**src/shared/cit_pkg.sv**
```systemverilog
// constants, types and state record of the calibrated interval tick block
package cit_pkg;

    // ---------------------------------------------------------------
    // clocking and measurement step
    // ---------------------------------------------------------------
    localparam int unsigned CLK_HZ = 40_000_000; // system clock rate
    localparam int unsigned DOC_CLK_HZ = 10_000_000; // rate the step was sized at
    localparam int unsigned DOC_STEP_CLKS = 7; // clocks per step at that rate
    localparam int unsigned MEAS_STEP_NS = 700; // one measurement step, ns
    // least time, rounded up to whole cycles
    localparam int unsigned MEAS_STEP_CYC =
        (MEAS_STEP_NS * (CLK_HZ / 1_000_000) + 999) / 1000;
    localparam int unsigned DIV_W = 5; // step divider width
    localparam logic [DIV_W-1:0] DIV_LAST = DIV_W'(MEAS_STEP_CYC - 1);

    // ---------------------------------------------------------------
    // measurement counter and conversion
    // ---------------------------------------------------------------
    localparam int unsigned MEAS_W = 16; // measurement counter width
    localparam logic [15:0] WAKEUP_OFFSET = 16'h0028; // wake-up offset, 40
    localparam logic [15:0] MEAS_PRESET = WAKEUP_OFFSET + 16'h0001;
    localparam logic [15:0] MEAS_MAX = 16'hFFFF; // counter saturates here
    localparam logic [15:0] MEAS_ONE = 16'h0001;
    localparam logic [7:0] EVT_BASE = 8'h42; // 66
    localparam logic [7:0] EVT_ADJ_LIM = 8'h1C; // 28
    localparam logic [7:0] EVT_MIN = 8'h1B; // 27
    localparam logic [7:0] EVT_MAX = 8'h24; // 36
    localparam logic [7:0] EVT_ONE = 8'h01;

    // ---------------------------------------------------------------
    // interval selection, in 100 ms units
    // ---------------------------------------------------------------
    localparam logic [2:0] INTVL_MIN = 3'h1; // 100 ms
    localparam logic [2:0] INTVL_MAX = 3'h5; // 500 ms
    localparam logic [2:0] INTVL_ONE = 3'h1;

    // ---------------------------------------------------------------
    // types
    // ---------------------------------------------------------------
    typedef enum logic [3:0] {
        CIT_ST_CLEAR = 4'h1,
        CIT_ST_MEASURE = 4'h2,
        CIT_ST_CONVERT = 4'h4,
        CIT_ST_RUN = 4'h8
    } cit_state_t;

    // result of the last calibration
    typedef struct packed {
        logic [7:0] events_per_100ms;
        logic [MEAS_W-1:0] period_measure_count;
    } cit_calib_t;

    // whole state of the block
    typedef struct packed {
        cit_state_t state;
        logic [DIV_W-1:0] div;
        logic [MEAS_W-1:0] meas;
        logic [7:0] hund;
        logic [2:0] intv;
        logic [2:0] sel;
        logic [7:0] evcnt;
        logic led;
        logic tick;
    } cit_regs_t;

    localparam cit_regs_t CIT_REGS_RST = '{
        state: CIT_ST_CLEAR,
        div: '0,
        meas: '0,
        hund: '0,
        intv: INTVL_MIN,
        sel: INTVL_MIN,
        evcnt: '0,
        led: 1'b0,
        tick: 1'b0
    };

endpackage : cit_pkg

```
**src/logic/cit_interval_tick.sv**
```systemverilog
// calibrated 100 ms time base and led interval timer
//
// Contract
// - clear watchdog, count steps until event
// - one count step equals 0.7 us
// - measurement counter is 16 bits wide
// - event period spans about 2.8 to 3.8 ms
// - loaded event count stays within 27..36
// - intermediate value is count divided by 128
// - candidate is 66 minus intermediate value
// - candidates below 28 get one added
// - boundaries 5194 down to 3968; below gives 36
// - conversion finishes within 7 clocks
// - recalibrate at every new 100 ms count
// - preset counter to offset 40 plus one
// - events decrement 100 ms counter, then interval
// - interval expiry toggles led and reloads
// - interval 100..500 ms, key advances, wraps
`timescale 1ns/1ps
`default_nettype none

module cit_interval_tick
    import cit_pkg::*;
(
    // clock and reset
    input wire logic i_clk_sys,
    input wire logic i_sys_rst,
    // event sources
    input wire logic i_watchdog_interval_event,
    input wire logic i_key_press_event,
    // watchdog control
    output logic o_watchdog_clear,
    // time base and led
    output logic o_tick_100ms,
    output logic o_led,
    output logic [2:0] o_interval_sel,
    output logic o_measuring,
    // calibration result
    output var cit_calib_t o_calib
);

    // ---------------------------------------------------------------
    // conversion from measured count to events per 100 ms
    // ---------------------------------------------------------------
    function automatic logic [7:0] cit_convert(input logic [MEAS_W-1:0] cnt);
        logic [MEAS_W-1:0] dbl;
        logic [7:0] cand;
        dbl = {cnt[MEAS_W-2:0], 1'b0}; // shift left, upper byte = cnt/128
        cand = EVT_BASE - dbl[MEAS_W-1:8];
        // very long periods, or a top bit lost to the shift, would wrap
        // the subtraction: force the low end so the clamp gives 27
        if (cnt[MEAS_W-1] || (dbl[MEAS_W-1:8] > EVT_BASE))
        begin
            cand = '0;
        end
        // close the gap at the low end
        if (cand < EVT_ADJ_LIM)
        begin
            cand = cand + EVT_ONE;
        end
        // keep inside the legal window
        if (cand < EVT_MIN)
        begin
            cand = EVT_MIN;
        end
        else if (cand > EVT_MAX)
        begin
            cand = EVT_MAX;
        end
        return cand;
    endfunction : cit_convert

    // ---------------------------------------------------------------
    // state record
    // ---------------------------------------------------------------
    cit_regs_t r_q; // registered state
    cit_regs_t r_d; // next state
    logic [7:0] conv_val; // conversion of the current count

    assign conv_val = cit_convert(r_q.meas);

    // ---------------------------------------------------------------
    // next-state logic
    // ---------------------------------------------------------------
    always_comb
    begin
        r_d = r_q;
        r_d.tick = 1'b0; // tick lasts one cycle
        unique case (r_q.state)
            // watchdog cleared this cycle, counter preset
            CIT_ST_CLEAR:
            begin
                r_d.meas = MEAS_PRESET;
                r_d.div = '0;
                r_d.state = CIT_ST_MEASURE;
            end
            // count steps until the next event
            CIT_ST_MEASURE:
            begin
                if (i_watchdog_interval_event)
                begin
                    r_d.state = CIT_ST_CONVERT;
                end
                else if (r_q.div == DIV_LAST)
                begin
                    // one step is 0.7 us of elapsed time
                    r_d.div = '0;
                    // 16-bit count, saturating past the longest period
                    if (r_q.meas != MEAS_MAX)
                    begin
                        r_d.meas = r_q.meas + MEAS_ONE;
                    end
                end
                else
                begin
                    r_d.div = r_q.div + DIV_W'(1);
                end
            end
            // single-cycle conversion and load
            CIT_ST_CONVERT:
            begin
                r_d.evcnt = conv_val;
                // the event that ended measurement is the first one counted
                r_d.hund = conv_val - EVT_ONE;
                r_d.state = CIT_ST_RUN;
            end
            // count events down
            CIT_ST_RUN:
            begin
                if (i_watchdog_interval_event)
                begin
                    if (r_q.hund == EVT_ONE)
                    begin
                        // 100 ms expired: tick and recalibrate
                        r_d.hund = '0;
                        r_d.tick = 1'b1;
                        r_d.state = CIT_ST_CLEAR;
                        if (r_q.intv == INTVL_ONE)
                        begin
                            // interval done: toggle and reload
                            r_d.led = ~r_q.led;
                            r_d.intv = r_q.sel;
                        end
                        else
                        begin
                            r_d.intv = r_q.intv - INTVL_ONE;
                        end
                    end
                    else
                    begin
                        r_d.hund = r_q.hund - EVT_ONE;
                    end
                end
            end
        endcase
        // key press advances the selection, wrapping
        if (i_key_press_event)
        begin
            if (r_q.sel == INTVL_MAX)
            begin
                r_d.sel = INTVL_MIN;
            end
            else
            begin
                r_d.sel = r_q.sel + INTVL_ONE;
            end
        end
    end

    // ---------------------------------------------------------------
    // state register
    // ---------------------------------------------------------------
    always_ff @(posedge i_clk_sys)
    begin
        if (i_sys_rst)
        begin
            r_q <= CIT_REGS_RST; // counters clear except interval count at 1, led off, watchdog clear first
        end
        else
        begin
            r_q <= r_d;
        end
    end

    // ---------------------------------------------------------------
    // outputs
    // ---------------------------------------------------------------
    assign o_watchdog_clear = (r_q.state == CIT_ST_CLEAR);
    assign o_tick_100ms = r_q.tick;
    assign o_led = r_q.led;
    assign o_interval_sel = r_q.sel;
    assign o_measuring = (r_q.state == CIT_ST_MEASURE);
    assign o_calib = '{events_per_100ms: r_q.evcnt, period_measure_count: r_q.meas};
endmodule : cit_interval_tick

`default_nettype wire

```
**config.mk**
```make
export PLATFORM = sky130hd
export DESIGN_NAME = cit_interval_tick
export DESIGN_NICKNAME = d
export VERILOG_FILES = /design/src/shared/cit_pkg.sv /design/src/logic/cit_interval_tick.sv
export SDC_FILE = /design/constraint.sdc
export NUM_CORES = 1
export LEC_CHECK = 0
export ABC_AREA = 0
export BUFFER_PORTS_ARGS = -buffer_cell sky130_fd_sc_hd__buf_2
export CAP_MARGIN = 15
export CORE_UTILIZATION = 35
export DETAILED_ROUTE_END_ITERATION = 8
export PLACE_DENSITY = 0.51
export SKIP_LAST_GASP = 1
export SYNTH_ARGS = -nofsm -noshare
export SYNTH_HDL_FRONTEND = slang
export SYNTH_SLANG_ARGS = --single-unit
```
**constraint.sdc**
```tcl
create_clock -name i_clk_sys -period 3.42 [get_ports i_clk_sys]
set_clock_uncertainty 0.1 [all_clocks]
set_input_delay 0.342 -clock i_clk_sys [delete_from_list [all_inputs] [get_ports i_clk_sys]]
set_output_delay 0.342 -clock i_clk_sys [all_outputs]
set_load 0.01 [all_outputs]
```
-- After elaboration in Yosys (flattened, before gate mapping)
Cells that the tools add are included.
- memories kept: 0
- latch bits: 0
- ROM bits: 0
- RAM bits: 0
- output and inout bits: 31
- register bits: 49
- order comparisons: 4
- div/mod/pow operators: 0
- reductions and logical operators: 10
- equal/unequal tests: 15
- add/subtract/negate cells: 8
- multiplexer cells: 20
- bitwise gates (word level): 3
- shift-type cells: 0
- multiply operators: 0
- operators by type and width (cell ; number):
    21-bit case mux with 2 select lines ; 1
    8-bit two-way mux ; 5
    16-bit two-way mux ; 2
    21-bit two-way mux ; 1
    16-bit by 1-bit adder with 16-bit output (second input constant) ; 1
    8-bit by 5-bit less-than comparator with 1-bit output (second input constant) ; 2
    16-bit inequality test (second input constant) ; 1
    4-bit case mux with 4 select lines ; 1
    8-bit case mux with 2 select lines ; 1
    8-bit by 1-bit subtractor with 8-bit output (second input constant) ; 2
    4-bit two-way mux ; 3
    11-bit two-way mux ; 1
    3-bit two-way mux ; 3
    8-bit by 1-bit adder with 8-bit output (second input constant) ; 1
    8-bit by 1-bit == test with 1-bit output (second input constant) ; 1
    8-bit by 6-bit greater-than comparator with 1-bit output (second input constant) ; 1
    8-bit by 7-bit greater-than comparator with 1-bit output (second input constant) ; 1
    2-bit inequality test (second input constant) ; 4
    4-bit AND reduction ; 2
    7-bit by 8-bit subtractor with 8-bit output (first input constant) ; 1
    3-bit AND reduction ; 2
    5-bit by 1-bit adder with 5-bit output (second input constant) ; 1
    5-bit == test (second input constant) ; 1
    5-bit two-way mux ; 1
    15 further kinds ; 20

-- Logic depth before layout (Yosys ltp)
- depth in word-level cells: 10
- gate-level depth with buffers: 17
- mapped depth without buffers: 16

-- Worst setup path before layout
OpenSTA, ideal clock, no wires.
- path kind: flip-flop to flip-flop
- from: register r_q (netlist bit o_calib[7])
- to: register r_q[18] in the netlist's numbering
- cell stages (with the launch flop): 16
- arrival time: 3414 ps
- period minus slack after synthesis: 3597 ps
- data required time: 3237 ps
- path slack: -177 ps
- buffers on the path: 1
- path through: dfxtp_1 -> ha_1 -> clkbuf_1 -> or4_4 -> o21ai_4 -> nand2_1 -> clkinv_1 -> ha_1 -> o31ai_1 -> o31a_1 -> o41ai_1 -> a21oi_1 -> ha_1 -> or3_1 -> or3_1 -> o221ai_1
- cells in the longest elaborated chain, start to end: 10
- elaborated cells between the ends (all ways): 13
- ends and longest elaborated chain (element ; RTL line ; source):
    from (decl) ; cit_interval_tick.sv:76 ; cit_regs_t r_q;
    from (signal assigned) ; cit_interval_tick.sv:181 ; r_q <= r_d;
    8-bit by 7-bit greater-than comparator with 1-bit output ; cit_interval_tick.sv:52 ; if (cnt[MEAS_W-1] || (dbl[MEAS_W-1:8] > EVT_BASE))
    1-bit logical OR ; cit_interval_tick.sv:52 ;
    8-bit two-way mux (*) ; cit_interval_tick.sv:52 ;
    8-bit by 1-bit adder with 8-bit output or 8-bit by 5-bit less-than comparator with 1-bit output (tied branches) ; cit_interval_tick.sv:59, cit_interval_tick.sv:57 ;
    8-bit two-way mux (*) ; cit_interval_tick.sv:57 ; if (cand < EVT_ADJ_LIM)
    8-bit by 6-bit greater-than comparator with 1-bit output ; cit_interval_tick.sv:66 ; else if (cand > EVT_MAX)
    8-bit two-way mux ; cit_interval_tick.sv:66 ;
    8-bit two-way mux (*) ; cit_interval_tick.sv:62 ; if (cand < EVT_MIN)
    8-bit by 1-bit subtractor with 8-bit output (*) ; cit_interval_tick.sv:124 ; r_d.hund = conv_val - EVT_ONE;
    8-bit case mux with 2 select lines (*) ; cit_interval_tick.sv:89 ; unique case (r_q.state)
Every way passes the cells marked *; elsewhere a longest branch is shown, timed or not.
A chain may end at the register's enable or synchronous reset.

-- Worst setup path in the final report
Same ends and word-level chain as after synthesis.

==> flow_summary.yaml <==
status:
  outcome: "complete, but fails checks"
  violations: "setup timing"
floorplan:
  die-width_um: 95.6
  start_util: 0.367
  num_rows: 33
  die-area_um2: 9130
  ios: 35
  core_um2: 8340
  die_y_um: 95.6
logic_synthesis:
  synth_top_cell_by_area: "dfxtp_1"
  syn_inst: 376
  syn_nets: 389
  syn_avg_cell_area_um2: 8.15
  netlist_area_um2: 3060
  ys_types: 67
  async_reset_ff_frac: 0
  ys_ff_latch: 49
  yosysTopAreaCellShare: 0.320
  synth_edf_count: 0
  synth-seq-area-share: 0.320
  synthTopCellsByArea: "dfxtp_1, buf_4, nor2_1, xor2_1, ha_1"
  synth_warnings: 0
  synth_top_flop_cell: "dfxtp_1"
timing:
  slew-limit-headroom: 0.555
  fmax_ghz: 0.289
  rsz0062_at_grt: "true"
  drv_slew: 0
  finalCritPeriodShare: 1.01
  hold_viol: 0
  setup_viol: 1
  min_period_ns: 3.45
  setup-tns-final_ns: -0.0346
  tightest_slew_ns: 0.668
  setup_slack_ns: -0.0346
global_routing:
  use_met3: 0.0343
  grt_pass1_wl_um: 11400
  top_usage_layer: "met2"
  grt_overflow: 0
  met2_usage: 0.252
  grtUsageTotal: 0.159
  antenna_found_initial: 0
  grt_start_max_net_pins: 37
  grt_pass1_vias: 2418
  use_met1: 0.220
cts:
  ctsHtreeMaxLevel: 2
  clk_pin_slew_ns: 0.10
  cts_buffers: 5
  cts_root_buf: "clkbuf_8"
  clock_latency_ns: 0.31
  cts_tree: "built"
  holdBufCountCts: 0
  clock_path_buffers: 2
  cts.sinks: 49
setup_path:
  worstPathMaxFanout: 4
  regToRegEndpoint: "r_q[18]"
  r2r_slack_ns: -0.03
  r2r_cells: 13
  critPathKind: "flop to flop"
  crit_arrival_ns: 3.58
  end_kind: "flop"
  critPathLaunchType: "flop"
  crit_required_ns: 3.55
  regToRegStartpoint: "o_calib[7]"
worst_hold_path:
  hold_path_depth: 3
  min_to: "o_interval_sel[0]"
  hold_class: "input pin to flop"
  hold_start: "i_key_press_event"
cells_and_area:
  layout-drive-gt1-share: 0.248
  area_growth_pct: 13.9
  num-nets-final: 416
  fin_area_um2: 3490
  final_util: 0.418
  antenna_cells: 0
detailed_routing:
  vias: 2674
  wirelength_um: 6860
  ant_nets: 0
  drtIter0Drc: 146
  firstDrtPassIters: 4
  wl_per_cell_um: 13.5
  post-route-drc-count: 0
  viasPerCell: 5.25
pwr:
  p_leak_nw: 1.41
  p_comb_frac: 0.075
  finalPower_w: 0.00104
  power_frac_seq: 0.573
  switchingPower_w: 0.000262
  p_per_area_nw_per_um2: 298
  pwr-share-clk: 0.352
  switching_share: 0.252
  ir_drop_mv: 0.164
  p_int_w: 0.000778
place:
  gp_congestion: 0.819
  placed_cell_area_um2: 3310
  portBuffers: 34
  dpl.hpwl_um: 5020
run:
  maxCapViolCount: 0
synth_stat cells, types with 3 or more instances:
cell,n
a211oi_1,7
a21oi_1,22
a311oi_1,3
and3_1,6
buf_2,4
buf_4,27
clkbuf_1,15
dfxtp_1,49
ha_1,9
inv_1,9
nand2_1,27
nand2b_1,7
nand3_1,8
nand3b_1,3
nand4_1,12
nor2_1,42
nor2b_1,5
nor3_1,14
nor3b_1,5
nor4_1,6
nor4b_1,3
o21a_1,3
o21ai_0,5
o21bai_1,4
o22ai_1,3
or3_1,6
xnor2_1,5
xor2_1,18
power by group through the flow:
| stage | logic, W | registers, W | clock network [W] |
|---|---|---|---|
| 2_1_floorplan | 0.0000663 | 0.000606 | 0 |
| 4_1_cts | 0.0000795 | 0.000596 | 0.000388 |
| 6_report | 0.0000783 | 0.000596 | 0.000366 |
| 5_1_grt | 0.0000886 | 0.000599 | 0.000410 |
| 3_3_place_gp | 0.0000789 | 0.000609 | 0 |
| 3_5_place_dp | 0.0000792 | 0.000609 | 0 |
critical path, cell delays in order (launching register included):
cell and delay (ns):
dfxtp_2 0.33, ha_2 0.17, or4_4 0.45, o21a_1 0.23, nor2_2 0.11, ha_2 0.21
o31ai_2 0.08, o31a_1 0.32, o41ai_2 0.41, a21oi_2 0.07, ha_2 0.19, or3_1 0.35
or3_1 0.30, o221ai_1 0.07
worst max-delay path by stage:
stage	slack (ns)	start	endpoint	cells past startpoint
after floorplan	-0.13	o_calib[7]	r_q[18]	15
after global placement	0.05	o_calib[7]	r_q[18]	13
after detailed placement	-0.05	o_calib[7]	r_q[18]	13
after CTS	-0.06	o_calib[7]	r_q[18]	13
after global routing	-0.19	o_calib[7]	r_q[18]	13
final	-0.03	o_calib[7]	r_q[18]	13
per-layer routing:
metal / part of all wire / vias to the layer above
met3: 0.023 / 5
met1: 0.51 / 1253
li1: - / 1386
met5: 0 / -
met2: 0.45 / 30
met4: 0.0082 / 0
cell usage in the layout, fill, tap and decap left out, drive strengths merged, types with 7 or more instances in the layout:
master	count
a21oi	22
xor2	18
nor2	42
o21ai	7
nand2b	7
dfxtp	49
nand3	8
nand4	12
buf	66
nor3	15
nand2	27
a211oi	8
inv	10
ha	9
flip-flops by register name, indices dropped and copies added (netlist names):
name	flops
r_q	20
o_calib	24
o_interval_sel	3
o_led	1
o_tick_100ms	1
what timing repair did:
item                                    CTS  global route
setup buffers                             0             4
endpoints found under the setup margin    1             2
cloned                                    0             0
gates resized for setup                   0            13
pin swaps                                 1             6
through the flow:
stage               setup slack, ns  hold WS [ns]  instances
finish                      -0.0346         0.182        509
floorplan                    -0.133         0.337        376
global route                 -0.194         0.187        509
global placement             0.0464         0.359        497
detailed placement          -0.0514         0.363        497
CTS                         -0.0649         0.168        505
kinds of logic (layout without fill, tap and decap cells):
kind of cell | count (synthesis) | in the layout | share of synthesized area
xor gates and xnor gates | 23 | 23 | 0.0658
adders and majority gates | 9 | 9 | 0.0368
buffers and inverters | 56 | 84 | 0.103
and+or+nand+nor | 157 | 157 | 0.273
muxes | 4 | 4 | 0.0139
AOI/OAI and AO/OA | 78 | 78 | 0.187
DFF | 49 | 49 | 0.320
area by class of cell:
class / count / area (um2)
multi-input combinational: 271 / 1820
clock buffer: 6 / 82.6
tap: 105 / 131
inverter: 10 / 37.5
fill: 889 / 4850
timing repair buffer: 66 / 414
clock inverter: 2 / 16.3
sequential: 49 / 983
Power figures use the tool's default switching activity.
